==> src/rtl/ehc_defines.svh <==
`ifndef EHC_DEFINES_SVH
`define EHC_DEFINES_SVH

// ----------------------------------------
// Health test and conditioner sizes and cutoffs
// ----------------------------------------
`define EHC_WINDOW_LEN 1024
`define EHC_FLUSH_MAX 1024
`define EHC_REP_CUTOFF 32
`define EHC_WIN_CUTOFF 840
`define EHC_FATAL_ALARMS 4
`define EHC_SELF_TEST_CYCLES 64
`define EHC_XOR_GROUP 4

`endif

==> src/rtl/ehc_pkg.sv <==
package ehc_pkg;

	typedef enum logic [1:0] {
		EHC_ST_SELF_TEST,
		EHC_ST_NO_DATA,
		EHC_ST_ENTROPY_VALID,
		EHC_ST_FATAL
	} ehc_state_t;

	typedef enum logic [1:0] {
		EHC_COND_RAW,
		EHC_COND_XOR,
		EHC_COND_PAIR
	} ehc_cond_t;

endpackage

==> src/rtl/ehc_entropy_health_conditioner.sv <==
`timescale 1ns/1ps
`include "ehc_defines.svh"
module ehc_entropy_health_conditioner #(
	parameter int WINDOW_LEN = `EHC_WINDOW_LEN,
	parameter int REP_CUTOFF = `EHC_REP_CUTOFF,
	parameter int WIN_CUTOFF = `EHC_WIN_CUTOFF,
	parameter int FATAL_ALARMS = `EHC_FATAL_ALARMS,
	parameter int SELF_TEST_CYCLES = `EHC_SELF_TEST_CYCLES,
	parameter int XOR_GROUP = `EHC_XOR_GROUP
) (
	input wire logic ref_clk,
	input wire logic rst_b,
	input wire logic clk_en,
	input wire logic raw_valid,
	input wire logic raw_bit,
	input wire ehc_pkg::ehc_cond_t cond_mode,
	output logic out_valid,
	output logic out_bit,
	output ehc_pkg::ehc_state_t es_state,
	output logic alarm_pulse
);

	localparam int CW = $clog2(WINDOW_LEN + 1);
	localparam int TW = $clog2(SELF_TEST_CYCLES + 1);
	localparam int AW = $clog2(FATAL_ALARMS + 1);
	localparam int GW = $clog2(XOR_GROUP + 1);

	// ----------------------------------------
	// Health counters
	// ----------------------------------------
	logic prev_r, prev_nxt;
	logic have_prev_r, have_prev_nxt;
	logic [CW-1:0] rep_cnt_r, rep_cnt_nxt;
	logic [CW-1:0] samp_cnt_r, samp_cnt_nxt;
	logic [CW-1:0] win_cnt_r, win_cnt_nxt;
	logic ref_r, ref_nxt;
	logic ref_ok_r, ref_ok_nxt;
	logic rep_hit, win_hit;

	always_comb begin
		prev_nxt = prev_r;
		have_prev_nxt = have_prev_r;
		rep_cnt_nxt = rep_cnt_r;
		samp_cnt_nxt = samp_cnt_r;
		win_cnt_nxt = win_cnt_r;
		ref_nxt = ref_r;
		ref_ok_nxt = ref_ok_r;
		rep_hit = 1'b0;
		win_hit = 1'b0;
		if (raw_valid && es_state != ehc_pkg::EHC_ST_FATAL) begin
			prev_nxt = raw_bit;
			have_prev_nxt = 1'b1;
			if (!have_prev_r || raw_bit != prev_r) begin
				rep_cnt_nxt = CW'(1);
			end else if (rep_cnt_r + CW'(1) >= CW'(REP_CUTOFF)) begin
				rep_hit = 1'b1;
				rep_cnt_nxt = CW'(1);
			end else begin
				rep_cnt_nxt = rep_cnt_r + CW'(1);
			end
			if (samp_cnt_r == CW'(0)) begin
				ref_nxt = raw_bit;
				ref_ok_nxt = 1'b1;
				win_cnt_nxt = CW'(0);
				samp_cnt_nxt = CW'(1);
			end else begin
				if (ref_ok_r && raw_bit == ref_r) begin
					if (win_cnt_r + CW'(1) > CW'(WIN_CUTOFF)) begin
						win_hit = 1'b1;
					end
					win_cnt_nxt = win_cnt_r + CW'(1);
				end
				// Window wraps to restart state: flushed
				samp_cnt_nxt = (samp_cnt_r == CW'(WINDOW_LEN - 1)) ? CW'(0) : samp_cnt_r + CW'(1);
				if (win_hit) begin
					win_cnt_nxt = CW'(0);
					samp_cnt_nxt = CW'(0);
				end
			end
		end
	end

	always_ff @(posedge ref_clk or negedge rst_b) begin
		if (!rst_b) begin
			prev_r <= 1'b0;
			have_prev_r <= 1'b0;
			rep_cnt_r <= '0;
			samp_cnt_r <= '0;
			win_cnt_r <= '0;
			ref_r <= 1'b0;
			ref_ok_r <= 1'b0;
		end else if (clk_en) begin
			prev_r <= prev_nxt;
			have_prev_r <= have_prev_nxt;
			rep_cnt_r <= rep_cnt_nxt;
			samp_cnt_r <= samp_cnt_nxt;
			win_cnt_r <= win_cnt_nxt;
			ref_r <= ref_nxt;
			ref_ok_r <= ref_ok_nxt;
		end
	end

	// ----------------------------------------
	// Source state machine
	// ----------------------------------------
	ehc_pkg::ehc_state_t state_nxt;
	logic [TW-1:0] st_cnt_r, st_cnt_nxt;
	logic [AW-1:0] alarm_cnt_r, alarm_cnt_nxt;
	logic alarm_nxt;
	logic any_hit;

	always_comb begin
		state_nxt = es_state;
		st_cnt_nxt = st_cnt_r;
		alarm_cnt_nxt = alarm_cnt_r;
		any_hit = rep_hit | win_hit;
		alarm_nxt = any_hit;
		case (es_state)
			ehc_pkg::EHC_ST_SELF_TEST: begin
				if (any_hit && alarm_cnt_r + AW'(1) >= AW'(FATAL_ALARMS)) begin
					state_nxt = ehc_pkg::EHC_ST_FATAL;
				end else if (any_hit) begin
					alarm_cnt_nxt = alarm_cnt_r + AW'(1);
					st_cnt_nxt = TW'(0);
				end else if (st_cnt_r == TW'(SELF_TEST_CYCLES - 1)) begin
					state_nxt = ehc_pkg::EHC_ST_NO_DATA;
					st_cnt_nxt = TW'(0);
				end else begin
					st_cnt_nxt = st_cnt_r + TW'(1);
				end
			end
			ehc_pkg::EHC_ST_NO_DATA, ehc_pkg::EHC_ST_ENTROPY_VALID: begin
				if (any_hit && alarm_cnt_r + AW'(1) >= AW'(FATAL_ALARMS)) begin
					state_nxt = ehc_pkg::EHC_ST_FATAL;
				end else if (any_hit) begin
					state_nxt = ehc_pkg::EHC_ST_SELF_TEST;
					alarm_cnt_nxt = alarm_cnt_r + AW'(1);
					st_cnt_nxt = TW'(0);
				end else if (out_valid) begin
					state_nxt = ehc_pkg::EHC_ST_ENTROPY_VALID;
				end
			end
			default: begin
				state_nxt = ehc_pkg::EHC_ST_FATAL;
				alarm_nxt = 1'b0;
			end
		endcase
	end

	always_ff @(posedge ref_clk or negedge rst_b) begin
		if (!rst_b) begin
			es_state <= ehc_pkg::EHC_ST_SELF_TEST;
			st_cnt_r <= '0;
			alarm_cnt_r <= '0;
			alarm_pulse <= 1'b0;
		end else if (clk_en) begin
			es_state <= state_nxt;
			st_cnt_r <= st_cnt_nxt;
			alarm_cnt_r <= alarm_cnt_nxt;
			alarm_pulse <= alarm_nxt;
		end
	end

	// ----------------------------------------
	// Non-cryptographic conditioner
	// ----------------------------------------
	logic acc_r, acc_nxt;
	logic [GW-1:0] grp_r, grp_nxt;
	logic ov_nxt, ob_nxt;
	logic live;

	always_comb begin
		acc_nxt = acc_r;
		grp_nxt = grp_r;
		ov_nxt = 1'b0;
		ob_nxt = out_bit;
		live = (es_state == ehc_pkg::EHC_ST_NO_DATA) || (es_state == ehc_pkg::EHC_ST_ENTROPY_VALID);
		if (raw_valid && live && !rep_hit && !win_hit) begin
			case (cond_mode)
				ehc_pkg::EHC_COND_XOR: begin
					if (grp_r == GW'(XOR_GROUP - 1)) begin
						ov_nxt = 1'b1;
						ob_nxt = acc_r ^ raw_bit;
						acc_nxt = 1'b0;
						grp_nxt = GW'(0);
					end else begin
						acc_nxt = acc_r ^ raw_bit;
						grp_nxt = grp_r + GW'(1);
					end
				end
				ehc_pkg::EHC_COND_PAIR: begin
					if (grp_r == GW'(1)) begin
						ov_nxt = (acc_r != raw_bit);
						ob_nxt = (acc_r != raw_bit) ? acc_r : out_bit;
						grp_nxt = GW'(0);
					end else begin
						acc_nxt = raw_bit;
						grp_nxt = GW'(1);
					end
				end
				default: begin
					ov_nxt = 1'b1;
					ob_nxt = raw_bit;
				end
			endcase
		end else if (!live) begin
			acc_nxt = 1'b0;
			grp_nxt = GW'(0);
		end
	end

	always_ff @(posedge ref_clk or negedge rst_b) begin
		if (!rst_b) begin
			acc_r <= 1'b0;
			grp_r <= '0;
			out_valid <= 1'b0;
			out_bit <= 1'b0;
		end else if (clk_en) begin
			acc_r <= acc_nxt;
			grp_r <= grp_nxt;
			out_valid <= ov_nxt;
			out_bit <= ob_nxt;
		end
	end

	// ----------------------------------------
	// Assertions
	// ----------------------------------------
	property p_fatal_sticky;
		@(posedge ref_clk) disable iff (!rst_b) es_state == ehc_pkg::EHC_ST_FATAL |=> es_state == ehc_pkg::EHC_ST_FATAL;
	endproperty
	a_fatal_sticky: assert property (p_fatal_sticky) else $error("fatal state left");
	property p_no_out_fatal;
		@(posedge ref_clk) disable iff (!rst_b) es_state == ehc_pkg::EHC_ST_FATAL |=> !out_valid;
	endproperty
	a_no_out_fatal: assert property (p_no_out_fatal) else $error("output in fatal state");
	property p_selftest_temporary;
		@(posedge ref_clk) disable iff (!rst_b)
			clk_en && $rose(es_state == ehc_pkg::EHC_ST_SELF_TEST) ##1 (clk_en && !alarm_pulse)[*8]
			|-> ##[0:80] es_state != ehc_pkg::EHC_ST_SELF_TEST;
	endproperty
	a_selftest_temporary: assert property (p_selftest_temporary) else $error("self-test did not end");

	property p_alarm_to_selftest;
		@(posedge ref_clk) disable iff (!rst_b)
			clk_en && alarm_pulse && $past(es_state) != ehc_pkg::EHC_ST_SELF_TEST && $past(clk_en)
			|-> es_state == ehc_pkg::EHC_ST_SELF_TEST || es_state == ehc_pkg::EHC_ST_FATAL;
	endproperty
	a_alarm_to_selftest: assert property (p_alarm_to_selftest) else $error("alarm left state live");

	property p_counters_hold;
		@(posedge ref_clk) disable iff (!rst_b) !raw_valid || !clk_en |=> $stable(samp_cnt_r) && $stable(rep_cnt_r);
	endproperty
	a_counters_hold: assert property (p_counters_hold) else $error("counter moved without sample");

	property p_window_bound;
		@(posedge ref_clk) disable iff (!rst_b) samp_cnt_r < CW'(WINDOW_LEN) && rep_cnt_r <= CW'(REP_CUTOFF);
	endproperty
	a_window_bound: assert property (p_window_bound) else $error("counter beyond window");

	property p_pair_drop;
		@(posedge ref_clk) disable iff (!rst_b)
			clk_en && cond_mode == ehc_pkg::EHC_COND_PAIR && ov_nxt |-> acc_r != raw_bit && ob_nxt == acc_r;
	endproperty
	a_pair_drop: assert property (p_pair_drop) else $error("pair extractor wrong");

	property p_valid_only_live;
		@(posedge ref_clk) disable iff (!rst_b) out_valid && $past(clk_en) |-> $past(live) && $past(raw_valid);
	endproperty
	a_valid_only_live: assert property (p_valid_only_live) else $error("spurious output strobe");

	property p_reset_clear;
		@(posedge ref_clk) $rose(rst_b) |-> rep_cnt_r == '0 && win_cnt_r == '0 && samp_cnt_r == '0;
	endproperty
	a_reset_clear: assert property (p_reset_clear) else $error("counters not cleared");

	c_fatal: cover property (@(posedge ref_clk) disable iff (!rst_b) es_state == ehc_pkg::EHC_ST_FATAL);
	c_valid: cover property (@(posedge ref_clk) disable iff (!rst_b) es_state == ehc_pkg::EHC_ST_ENTROPY_VALID);
	c_pair: cover property (@(posedge ref_clk) disable iff (!rst_b) out_valid && cond_mode == ehc_pkg::EHC_COND_PAIR);
	c_win: cover property (@(posedge ref_clk) disable iff (!rst_b) clk_en && win_hit);
endmodule

==> config.mk <==
export PLATFORM = sky130hd
export DESIGN_NAME = ehc_entropy_health_conditioner
export DESIGN_NICKNAME = d
export VERILOG_FILES = /design/src/rtl/ehc_pkg.sv /design/src/rtl/ehc_entropy_health_conditioner.sv
export VERILOG_INCLUDE_DIRS = /design/src /design/src/rtl
export SDC_FILE = /design/constraint.sdc
export NUM_CORES = 1
export LEC_CHECK = 0
export ABC_AREA = 1
export BUFFER_PORTS_ARGS = -buffer_cell sky130_fd_sc_hd__buf_4
export CORE_MARGIN = 4
export CORE_UTILIZATION = 45
export DETAILED_ROUTE_END_ITERATION = 6
export GPL_ROUTABILITY_DRIVEN = 0
export GPL_TIMING_DRIVEN = 0
export SLEW_MARGIN = 10
export SYNTH_ARGS = -nofsm -noshare
export SYNTH_HDL_FRONTEND = slang
export SYNTH_SLANG_ARGS = --single-unit
==> constraint.sdc <==
create_clock -name ref_clk -period 4.8 [get_ports ref_clk]
set_input_delay 0.96 -clock ref_clk [delete_from_list [all_inputs] [get_ports ref_clk]]
set_output_delay 0.96 -clock ref_clk [all_outputs]
set_load 0.05 [all_outputs]
=== Word level (Yosys, flattened, before mapping) ===
Index checks and enable logic that the tools add are counted.

* Output and inout bits: 5
* Input bits: 7
* Word-level logic and storage cells: 126
* Register bits after elaboration: 56

* Reductions and logical operators: 26
* Add/sub/neg operators: 6
* Eq/ne operators: 24
* Multiplexer cells: 49
* Magnitude comparators: 3
* Bitwise logic cells: 3

{| class="wikitable"
|+ Operators by type and width
! operator !! number
|-
| $mux W11 || 8
|-
| $mux W7 || 5
|-
| $add A11 B1 Y11 const B || 3
|-
| $mux W1 || 21
|-
| $ne A2 B2 Y1 const B || 7
|-
| $pmux W7 S2 || 1
|-
| $mux W2 || 6
|-
| $reduce_and A4 Y1 || 3
|-
| $eq A11 B10 Y1 const B || 1
|-
| $ge A11 B6 Y1 const B || 1
|-
| $gt A11 B10 Y1 const B || 1
|-
| $logic_not A11 Y1 || 1
|-
| $reduce_and A5 Y1 || 2
|-
| $mux W3 || 3
|-
| $ne A3 B3 Y1 const B || 3
|-
| $reduce_and A3 Y1 || 3
|-
| $add A7 B1 Y7 const B || 1
|-
| $eq A7 B6 Y1 const B || 1
|-
| $add A3 B1 Y3 const B || 2
|-
| $logic_and A1 B1 Y1 || 6
|-
| $pmux W1 S2 || 3
|-
| $pmux W3 S2 || 1
|-
| $eq A2 B1 Y1 const B || 2
|-
| $eq A2 B2 Y1 const B || 2
|-
| other kinds (20) || 24
|}

=== Depth between registers and ports, before layout ===
Gate-level depths: netlist (run 1).

* Word-level depth: 12
* Mapped depth: 20
* Gate-level depth less buffers: 20

=== Worst setup path after synthesis (run 1) ===
OpenSTA, ideal clock, no wires.

* Path type: in2reg
* Start: in raw_bit
* End: reg samp_cnt_r[3]
* Library setup time: 0.133 ns
* Path slack: 2.631 ns
* Arrival time: 2.036 ns
* Cell stages on the path: 9
* Buffers on the path: 0
* Data required time: 4.667 ns
* Path through: inv_1 > nor2_1 > nor2_1 > a21boi_1 > inv_2 > nand2_1 > inv_2 > nand2_1 > o22ai_1

* Word-level cells in the longest chain between the ends: 7

{| class="wikitable"
|+ RTL lines
! item !! line !! source
|-
| start: declaration || ehc_entropy_health_conditioner.sv:15 || <nowiki>input wire logic raw_bit,</nowiki>
|-
| $eq A1 B1 Y1 || ehc_entropy_health_conditioner.sv:67 || <nowiki>if (ref_ok_r && raw_bit == ref_r) begin</nowiki>
|-
| $logic_and A1 B1 Y1 || ehc_entropy_health_conditioner.sv:67 ||
|-
| $mux W1 || ehc_entropy_health_conditioner.sv:67 ||
|-
| $mux W1 || ehc_entropy_health_conditioner.sv:61 || <nowiki>if (samp_cnt_r == CW'(0)) begin</nowiki>
|-
| $mux W1 || ehc_entropy_health_conditioner.sv:50 || <nowiki>if (raw_valid && es_state != ehc_pkg::EHC_ST_FATAL) begin</nowiki>
|-
| $mux W11 || ehc_entropy_health_conditioner.sv:75 || <nowiki>if (win_hit) begin</nowiki>
|-
| $mux W11 || ehc_entropy_health_conditioner.sv:61 ||
|-
| end signal: assignment || ehc_entropy_health_conditioner.sv:96 || <nowiki>samp_cnt_r <= samp_cnt_nxt;</nowiki>
|-
| end: declaration || ehc_entropy_health_conditioner.sv:34 || <nowiki>logic [CW-1:0] samp_cnt_r, samp_cnt_nxt;</nowiki>
|}

Every way passes these cells. The select of a mux whose other input is x is not followed.
A chain may end at the register's enable or synchronous reset.

=== Worst setup path after layout (run 1) ===
* Start: reg win_cnt_r[1]
* End: reg samp_cnt_r[3]

* Word-level cells in the longest chain between the ends: 8

{| class="wikitable"
|+ RTL lines
! item !! line !! source
|-
| start: declaration || ehc_entropy_health_conditioner.sv:35 || <nowiki>logic [CW-1:0] win_cnt_r, win_cnt_nxt;</nowiki>
|-
| start signal: assignment || ehc_entropy_health_conditioner.sv:97 || <nowiki>win_cnt_r <= win_cnt_nxt;</nowiki>
|-
| $add A11 B1 Y11 || ehc_entropy_health_conditioner.sv:68 || <nowiki>if (win_cnt_r + CW'(1) > CW'(WIN_CUTOFF)) begin</nowiki>
|-
| $gt A11 B10 Y1 || ehc_entropy_health_conditioner.sv:68 ||
|-
| $mux W1 || ehc_entropy_health_conditioner.sv:68 ||
|-
| $mux W1 || ehc_entropy_health_conditioner.sv:67 ||
|-
| $mux W1 || ehc_entropy_health_conditioner.sv:61 ||
|-
| $mux W1 || ehc_entropy_health_conditioner.sv:50 ||
|-
| $mux W11 || ehc_entropy_health_conditioner.sv:75 ||
|-
| $mux W11 || ehc_entropy_health_conditioner.sv:61 ||
|}

Every way passes these cells. The select of a mux whose other input is x is not followed.

==> metrics.yaml, run 1 <==
setup_path:
  r2r-end: "samp_cnt_r[3]"
  cpPeakStageDelay_ns: 0.45
  crit_type: "flip-flop to flip-flop"
  ff2ff_path_depth: 14
  r2r_slack_ns: 2.36
  crit_path_end: "samp_cnt_r[3]"
  slowest_stage: "dfrtp_1"
  timing.rr.start: "win_cnt_r[1]"
  crit_fanout: 5
  start_kind: "flip-flop"
  worst_ep_arrival_time_ns: 2.62
  worstSetupStartpoint: "win_cnt_r[1]"
  critPathCaptureType: "flip-flop"
  worstPathRequired_ns: 4.98
  path_cells: "ha_1 > nand3_2 > nor2_4 > nand3_1 > nand2_1 > nand2_1 > nor2_1 > nand2_1 > a21boi_1 > inv_2 > nand2_1 > inv_2 > nand2_1 > o22ai_1"
  critical_path.most_common_cell: "nand2_1"
final_layout:
  drive_gt1_share_pct: 12.5
  n_antenna_cell: 0
  stdcell_area_sq_um: 3750
  syn_to_final_growth_pct: 9.13
  final_core_util_pct: 51.2
  fin_nets: 482
power:
  pwr-share-clk_pct: 16.9
  power_density_nw_per_um2: 495
  vdd_ir_drop_max_v: 0.000194
  switchingPower_w: 0.000802
  p_int_w: 0.00106
  seqPwrFrac_pct: 38.3
  pwr-share-comb_pct: 44.8
  swShare_pct: 43.1
  leakagePower_nw: 1.81
detailed_routing:
  via_count: 2794
  post_drt_wl_per_cell_microns: 12.0
  via_per_inst: 4.97
  drt_iter0_drc: 152
  ant_nets: 0
  first_pass_iters: 4
  wl_microns: 6770
  drc: 0
floorplanning:
  die_h_microns: 95.4
  core_area_sq_um: 7330
  die_width_microns: 95.4
  die_area_sq_um: 9110
  start_util_pct: 46.9
  rows: 31
  io_pins: 12
place:
  post-place-ws_ns: 2.09
  port_buffers: 11
  place_area_sq_um: 3650
  dpl.hpwl_microns: 4930
timing:
  rsz0062_at_grt: "false"
  finalSetupViolations: 0
  max_freq_ghz: 0.410
  finalClockSkew_ns: 0.00865
  tns_ns: 0
  hold_viol_final: 0
  finalWorstSetupSlack_ns: 2.36
  final_max_slew_viol_count: 0
  tightestPinTransition_ns: 0.701
  timing.slew.headroom_pct: 53.3
  fin_crit_ns: 2.44
  fin_crit_sh_pct: 50.8
worst_hold_path:
  hold_class: "flip-flop to flip-flop"
logic_synthesis:
  netlist-cell-type-count: 41
  synthFlopType: "dfrtp_1"
  avgSynthCellArea_sq_um: 7.75
  synth_warnings: 0
  synth_edf_count: 0
  ys_ff_latch: 56
  synthCells: 444
  postSynth.asyncResetShare_pct: 100
  syn_nets: 464
  yosysSeqAreaShare_pct: 40.7
  synth_area_sq_um: 3440
global_routing:
  grt_max_degree: 57
  grt_usage_pct: 16.5
  grt_pass1_wl_microns: 12100
  antenna_found_initial: 0
  grt_pass1_vias: 2762
  gr-total-overflow: 0
clock_network:
  numClockSinks: 56
  cts-root-buf: "clkbuf_8"
  clock_latency_ns: 0.31
  cts_tree: "yes"
  postCtsHoldBufs: 0
  cts-htree-levels: 2
  post_cts_resized: 0
  postCtsSetupRepairBufs: 0
  cts.path.max_buffers: 2
  cts.clk_slew.worst_paths_ns: 0.10
  cts_made_buffers: 5
run_status:
  status: "finished clean"
flow_run:
  drv_cap: 0
cells in the mapped netlist (2+ instances only):
cell      instances  area, sq um
inv_2             5         18.8
inv_1            70          263
nand3_2           5         50.1
o21ai_2           6         52.6
xnor2_1           4         35.0
nand3b_1          4         30.0
nand2_1         107          402
o21ai_0          18         90.1
o22ai_1          15         93.8
o21ai_1           6         30.0
or2_2             2         12.5
nand3_1          25          125
nand4_1          13         81.3
nor2_1           36          135
o21bai_1          2         15.0
clkbuf_1          2         7.51
nor3_2            2         20.0
nand2_2           9         56.3
nor3_1            3         15.0
ha_1             13          163
xor2_1           13          114
dfrtp_1          56         1400
nand2_4           5         56.3
nor2_2            2         12.5
a21oi_1           5         25.0
per-layer routing:
| metal | GRT usage (%) | vias up | wire, microns |
|---|---|---|---|
| met2 | 27.8 | 23 | 3200 |
| met4 | 4.74 | 0 | 78 |
| met5 | 0 | - | 0 |
| met1 | 21.7 | 1304 | 3340 |
| met3 | 2.84 | 6 | 147 |
| li1 | - | 1461 | - |
critical path, delay by kind of cell, from the launching register on:
kind | cells | cell delay [ns]
DFF | 1 | 0.45
and+or+nand+nor | 9 | 1.01
buffers and inverters | 2 | 0.16
adders and majority gates | 1 | 0.24
AOI/OAI and AO/OA | 2 | 0.44
stage by stage:
step	instances	power, W	hold WS [ns]
floorplan	444	0.00137	0.432
global placement	554	0.00154	0.448
detailed placement	554	0.00156	0.456
CTS	562	0.00188	0.476
global route	562	0.00204	0.507
finish	562	0.00186	0.470
cell type report:
| cell class | instances | area, sq um |
|---|---|---|
| fill | 727 | 3580 |
| buffer | 4 | 26.3 |
| tap | 99 | 124 |
| multi-input combinational | 308 | 1730 |
| timing repair buffer | 11 | 82.6 |
| inverter | 76 | 285 |
| clock buffer | 6 | 72.6 |
| clock inverter | 2 | 35.0 |
| sequential | 56 | 1400 |
power groups by stage:
stage	registers [W]	clock network, W	logic (W)
after global routing	0.000736	0.000346	0.000958
final	0.000713	0.000314	0.000833
after detailed placement	0.000723	0	0.000837
after global placement	0.000718	0	0.000821
after floorplan	0.000750	0	0.000618
after CTS	0.000714	0.000326	0.000841
sequential cells by signal, indices dropped and copies added (netlist names), 2 cells and up:
| register | cells |
|---|---|
| grp_r | 3 |
| st_cnt_r | 7 |
| alarm_cnt_r | 3 |
| es_state | 2 |
| rep_cnt_r | 11 |
| samp_cnt_r | 11 |
| win_cnt_r | 11 |
logic make-up after synthesis:
kind of cell	share of synthesized area [%]
simple gates	30.0
buf+inv	9.05
compound gates	10.5
flops	40.7
xor+xnor	4.33
fa+ha+maj	4.73
mux	0.618
how the worst min path moves through the flow:
stage	slack, ns	depth (start not counted)	from	end
after floorplan	0.43	1	have_prev_r	have_prev_r
after global placement	0.45	1	have_prev_r	have_prev_r
after detailed placement	0.46	2	ref_ok_r	ref_ok_r
after CTS	0.48	2	ref_ok_r	ref_ok_r
after global routing	0.51	2	ref_ok_r	ref_ok_r
final	0.47	2	ref_ok_r	ref_ok_r
cells in the final DEF (no fill, tap or decap), types with 9 or more instances in the layout:
cell     instances
nand2_2          9
nand2_1        107
inv_1           70
xor2_1          13
ha_1            13
o21ai_0         18
nor2_1          36
nand4_1         13
buf_4           11
dfrtp_1         56
o22ai_1         15
nand3_1         25
No activity file was read; power rests on OpenSTA's default activity.
==> run 2: changes to the inputs <==
==> constraint.sdc (replaced) <==
create_clock -name ref_clk -period 2.1 [get_ports ref_clk]
set_input_delay 0.42 -clock ref_clk [delete_from_list [all_inputs] [get_ports ref_clk]]
set_output_delay 0.42 -clock ref_clk [all_outputs]
set_load 0.05 [all_outputs]
==> run 2 against run 1 <==
Against the previous run:
- the flow now finishes with violations (setup timing)
- maximum frequency rose by 6.4%
- sequential share of layout area fell by 3.8 points
- power increased to 2.6 times the previous value
- via count up 4.9%
- global-route usage up 0.99 points
- worst setup slack worse by 2.6 ns
- cell area up 11%
- critical path depth is 3 higher
- sequential power increased by 130%
- die area unchanged
- critical endpoint is now st_cnt_r[1]
==> metrics.yaml, run 2 (same netlist as run 1, synthesis figures left out) <==
power:
  power_w: 0.00483
  leakagePower_nw: 1.98
  power_density_nw_per_um2: 1160
  vdd_ir_drop_max_v: 0.000476
timing:
  tightestPinTransition_ns: 0.703
  hold_viol_final: 0
  fin_crit_sh_pct: 109
  fin_crit_ns: 2.29
  finalWorstSetupSlack_ns: -0.189
  max_freq_ghz: 0.437
  finalSetupViolations: 21
  finalClockSkew_ns: 0.0111
  fin_hold_ws_ns: 0.144
  tns_ns: -2.68
  timing.slew.headroom_pct: 53.1
  rsz0062_at_grt: "true"
  final_max_slew_viol_count: 0
clock_network:
  cts_made_buffers: 5
  cts.path.max_buffers: 2
  cts-htree-levels: 2
  numClockSinks: 56
  cts_tree: "yes"
  cts-root-buf: "clkbuf_8"
  cts.clk_slew.worst_paths_ns: 0.11
  clock_latency_ns: 0.32
setup_path:
  critPathCaptureType: "flip-flop"
  critical-path-top-delay-family: "simple AND/OR/NAND/NOR gates"
  worstPathRequired_ns: 2.32
  worst_ep_arrival_time_ns: 2.51
  path_cells: "buf_6 > nand3_4 > nor3_4 > nand2_1 > nand2_1 > nand2_2 > nor2_2 > nand2_2 > nand2_2 > nand3_2 > nand2_4 > nand3_4 > nand2_4 > nand2_8 > buf_12 > nand2_2 > o21ai_2"
  cpPeakStageDelay_ns: 0.44
  critical_path.most_common_cell: "nand2_2"
  crit_buf_inv: 2
  r2r_slack_ns: -0.19
  slowest_stage: "dfrtp_1"
  crit_type: "flip-flop to flip-flop"
  crit_fanout: 5
  start_kind: "flip-flop"
final_layout:
  fin_nets: 503
  drive_gt1_share_pct: 22.7
  n_antenna_cell: 0
  layout_commonest_cell: "nand2_1"
  reg_top3: "rep_cnt_r (11), samp_cnt_r (11), win_cnt_r (11)"
  layout_common_cells: "nand2_1, inv_1, dfrtp_1"
  syn_to_final_growth_pct: 21.5
  n_fill_cell: 670
detailed_routing:
  first_pass_iters: 4
  via_per_inst: 5.03
  post_drt_wl_per_cell_microns: 13.0
  wl_microns: 7560
  drc: 0
  drt_iter0_drc: 132
  ant_nets: 0
  via_count: 2931
place:
  port_buffers: 11
  dpl.hpwl_microns: 4930
run_status:
  status: "finished with violations"
  violations: "setup timing"
global_routing:
  grt_max_degree: 57
  antenna_found_initial: 0
  gr-total-overflow: 0
  grt_pass1_wl_microns: 12800
  grt_usage_pct: 17.5
  grt_pass1_vias: 2873
floorplanning:
  die_width_microns: 95.4
  start_util_pct: 46.9
  io_pins: 12
  die_h_microns: 95.4
  rows: 31
  die_area_sq_um: 9110
  core_area_sq_um: 7330
flow_run:
  drv_cap: 0
worst_hold_path:
  hold_class: "primary input to asynchronous set/reset pin"
-- run 2: changes by cell type in the layout (fill, tap and decap cells not counted), moves of 4 or more --
cell and delta:
nand2_2 +11, buf_4 +17, nand3_1 -4, nand3_4 +5
nand2_1 -16
-- run 2: timing repair --
item,in CTS,in global routing
endpoints found under the setup margin,38,37
endpoints found under the hold margin,0,0
setup buffers,14,6
hold buffers,0,0
resized for setup,30,25
pin swaps,13,14
gates cloned,0,1
-- run 2: metal layers --
layer / routed length, microns / global-route usage [%]
met5: 0 / 0
met4: 93 / 4.86
met3: 179 / 2.92
met2: 3810 / 30.5
met1: 3480 / 22.3
-- run 2: layout make-up --
cell class	instances	area [sq um]	area share [%]
inverters	76	285	6.82
well taps	99	124	2.96
flip-flops and latches	56	1400	33.5
clock buffers	6	72.6	1.74
multi-input cells	308	1950	46.7
repair buffers	32	278	6.64
clock inverters	2	35.0	0.838
plain buffers	4	32.5	0.778
-- run 2: final timing paths --
check | startpoint | end | cells past startpoint
worst max-delay path | win_cnt_r[1] | st_cnt_r[1] | 17
min in group ref_clk | raw_bit | ref_r | 2
max in group asynchronous | rst_b | win_cnt_r[2] | 1
worst min-delay path | rst_b | win_cnt_r[7] | 1
worst min register to register | ref_ok_r | ref_ok_r | 2
worst max register to register | win_cnt_r[1] | st_cnt_r[1] | 17
-- run 2: metrics by stage --
step	worst slack [ns]	util (%)	area [sq um]	cells
5_1_grt	-0.310	57.0	4180	583
2_1_floorplan	0.0173	-	3440	444
3_3_place_gp	-0.265	49.8	3650	554
3_5_place_dp	-0.302	49.8	3650	554
4_1_cts	-0.0793	54.6	4000	576
6_report	-0.189	57.0	4180	583
-- run 2: power breakdown --
part | leakage [nW] | internal (W) | total (W) | switching [W]
Sequential | 0.743 | 0.00137 | 0.00166 | 0.000290
Clock | 0.0552 | 0.000355 | 0.000721 | 0.000366
Combinational | 1.18 | 0.00100 | 0.00246 | 0.00145
==> run 3: changes to the inputs <==
--- a/config.mk
+++ b/config.mk
@@ -8,7 +8,7 @@
 export LEC_CHECK = 0
 export ABC_AREA = 1
 export BUFFER_PORTS_ARGS = -buffer_cell sky130_fd_sc_hd__buf_4
-export CORE_MARGIN = 4
+export CORE_MARGIN = 10
 export CORE_UTILIZATION = 45
 export DETAILED_ROUTE_END_ITERATION = 6
 export GPL_ROUTABILITY_DRIVEN = 0
==> run 3 against run 2 <==
Against the previous run:
- the run still ends with setup timing left
- cell count rose by 1.0%
- worst setup slack improved by 0.021 ns
- hold slack improved by 0.0056 ns
- cell area rose by 5.4%
- combinational power rose by 6%
- sequential share of layout area fell by 1.7 points
- count of clock-buffer cells in the layout rose by 1
- global-route usage fell by 4.3 points
- non-clock buffer count rose by 6
- sequential power barely moved
- power rose by 4.0%
==> metrics.yaml, run 3 (same netlist as run 1, synthesis figures left out) <==
setup_path:
  crit_fanout: 6
  ff2ff_path_depth: 15
  critPathCaptureType: "flip-flop"
  r2r_slack_ns: -0.17
  crit_buf_inv: 2
  worst_ep_arrival_time_ns: 2.50
  path_cells: "ha_4 > nand3_4 > buf_4 > xor2_2 > nand3_1 > nand2_2 > nand2_2 > nand2_4 > nand2_4 > buf_6 > nand4_4 > nand4_1 > nand3_4 > nand2_1 > o21ai_1"
  start_kind: "flip-flop"
  critical-path-top-delay-family: "simple AND/OR/NAND/NOR gates"
  r2r-end: "grp_r[0]"
  slowest_stage: "dfrtp_1"
  timing.rr.start: "win_cnt_r[1]"
  cpPeakStageDelay_ns: 0.45
  worstPathRequired_ns: 2.34
  crit_type: "flip-flop to flip-flop"
flow_run:
  drv_cap: 0
power:
  power_w: 0.00503
  vdd_ir_drop_max_v: 0.000605
  pwr-share-clk_pct: 15.5
  power_density_nw_per_um2: 1140
  pwr-share-comb_pct: 51.6
  seqPwrFrac_pct: 32.9
  leakagePower_nw: 2.07
  switchingPower_w: 0.00216
  p_int_w: 0.00287
  swShare_pct: 43.0
clock_network:
  cts-root-buf: "clkbuf_8"
  cts.path.max_buffers: 2
  cts-htree-levels: 2
  cts_made_buffers: 5
  postCtsHoldBufs: 0
  cts_tree: "yes"
  numClockSinks: 56
  clock_latency_ns: 0.31
  cts.clk_slew.worst_paths_ns: 0.11
timing:
  fin_crit_sh_pct: 108
  finalWorstSetupSlack_ns: -0.168
  tightestPinTransition_ns: 0.737
  fin_crit_ns: 2.27
  final_max_slew_viol_count: 0
  finalClockSkew_ns: 0.0120
  timing.slew.headroom_pct: 50.9
  max_freq_ghz: 0.441
  tns_ns: -1.93
  hold_viol_final: 0
  rsz0062_at_grt: "true"
  finalSetupViolations: 22
final_layout:
  seq_area_sq_um: 1400
  n_antenna_cell: 0
  final_core_util_pct: 60.1
  stdcell_area_sq_um: 4410
  layout_common_cells: "nand2_1, inv_1, dfrtp_1"
  drive_gt1_share_pct: 28.0
  layout_commonest_cell: "nand2_1"
  reg_top3: "rep_cnt_r (11), samp_cnt_r (11), win_cnt_r (11)"
  multi_input_area_sq_um: 2090
  fin_nets: 509
  n_fill_cell: 642
  syn_to_final_growth_pct: 28.0
global_routing:
  grt_pass1_vias: 2871
  grt_usage_pct: 13.2
  grt_max_degree: 57
  antenna_found_initial: 0
  grt_pass1_wl_microns: 12800
  gr-total-overflow: 0
run_status:
  violations: "setup timing"
  status: "finished with violations"
floorplanning:
  die_width_microns: 107
  io_pins: 12
  start_util_pct: 46.9
  core_area_sq_um: 7330
  die_area_sq_um: 11500
  rows: 31
  die_h_microns: 107
worst_hold_path:
  hold_class: "primary input to asynchronous set/reset pin"
place:
  dpl.hpwl_microns: 4910
  place_area_sq_um: 3650
  port_buffers: 11
detailed_routing:
  drc: 0
  ant_nets: 0
  drt_iter0_drc: 118
  wl_microns: 7460
  post_drt_wl_per_cell_microns: 12.7
  via_per_inst: 5.04
  via_count: 2968
  first_pass_iters: 4
==> run 3: changes by cell type in the layout (fill, tap and decap cells not counted), moves of 3 or more <==
cell | before | now
o22ai_1 | 15 | 10
nand2_1 | 91 | 87
o21ai_2 | 7 | 11
o21ai_0 | 16 | 13
nand3_2 | 4 | 7
buf_6 | 2 | 11
nand3_1 | 21 | 18
o22ai_2 | 0 | 5
==> run 3: timing repair <==
| action | in CTS | in global routing |
|---|---|---|
| cloned | 1 | 0 |
| pin swaps | 15 | 21 |
| gates resized for setup | 38 | 59 |
| setup endpoints to repair | 37 | 37 |
| hold endpoints to repair | 0 | 0 |
| buffers inserted | 20 | 10 |
==> run 3: power by group through the flow <==
stage	sequential, W	combinational (W)	clock, W
after floorplan	0.00171	0.00141	0
after global placement	0.00164	0.00188	0
after detailed placement	0.00165	0.00191	0
after CTS	0.00162	0.00233	0.000808
after global routing	0.00170	0.00288	0.000854
final	0.00165	0.00260	0.000779
==> run 3: metal layers <==
metal / up-vias / track usage [%] / share of wire [%] / wire length (microns)
li1: 1519 / - / - / -
met1: 1418 / 16.5 / 47 / 3470
met2: 25 / 22.3 / 50 / 3750
met3: 6 / 2.57 / 2.2 / 166
met4: 0 / 3.82 / 0.95 / 71
met5: - / 0 / 0 / 0
==> run 3: worst max path at each step <==
stage / cells past startpoint / end / slack (ns) / startpoint
6_report: 15 / grp_r[0] / -0.17 / win_cnt_r[1]
4_1_cts: 16 / st_cnt_r[1] / -0.18 / win_cnt_r[1]
5_1_grt: 18 / st_cnt_r[5] / -0.31 / win_cnt_r[1]
3_5_place_dp: 14 / samp_cnt_r[9] / -0.33 / win_cnt_r[1]
2_1_floorplan: 16 / st_cnt_r[2] / 0.02 / win_cnt_r[0]
3_3_place_gp: 16 / samp_cnt_r[9] / -0.27 / win_cnt_r[0]
==> run 3: final cells by class <==
type	instances	share of cell area [%]
buffer	4	0.653
clock buffer	7	2.19
clock inverter	1	0.682
inverter	76	6.65
multi-input combinational	308	47.3
sequential	56	31.8
tap	99	2.81
timing repair buffer	38	7.87
==> run 3: per-stage QoR <==
| step | setup WS, ns | std cells | hold WS [ns] |
|---|---|---|---|
| after floorplan | 0.0173 | 444 | 0.124 |
| after global placement | -0.275 | 554 | 0.448 |
| after detailed placement | -0.331 | 554 | 0.450 |
| after CTS | -0.176 | 583 | 0.178 |
| after global routing | -0.307 | 589 | 0.203 |
| final | -0.168 | 589 | 0.150 |
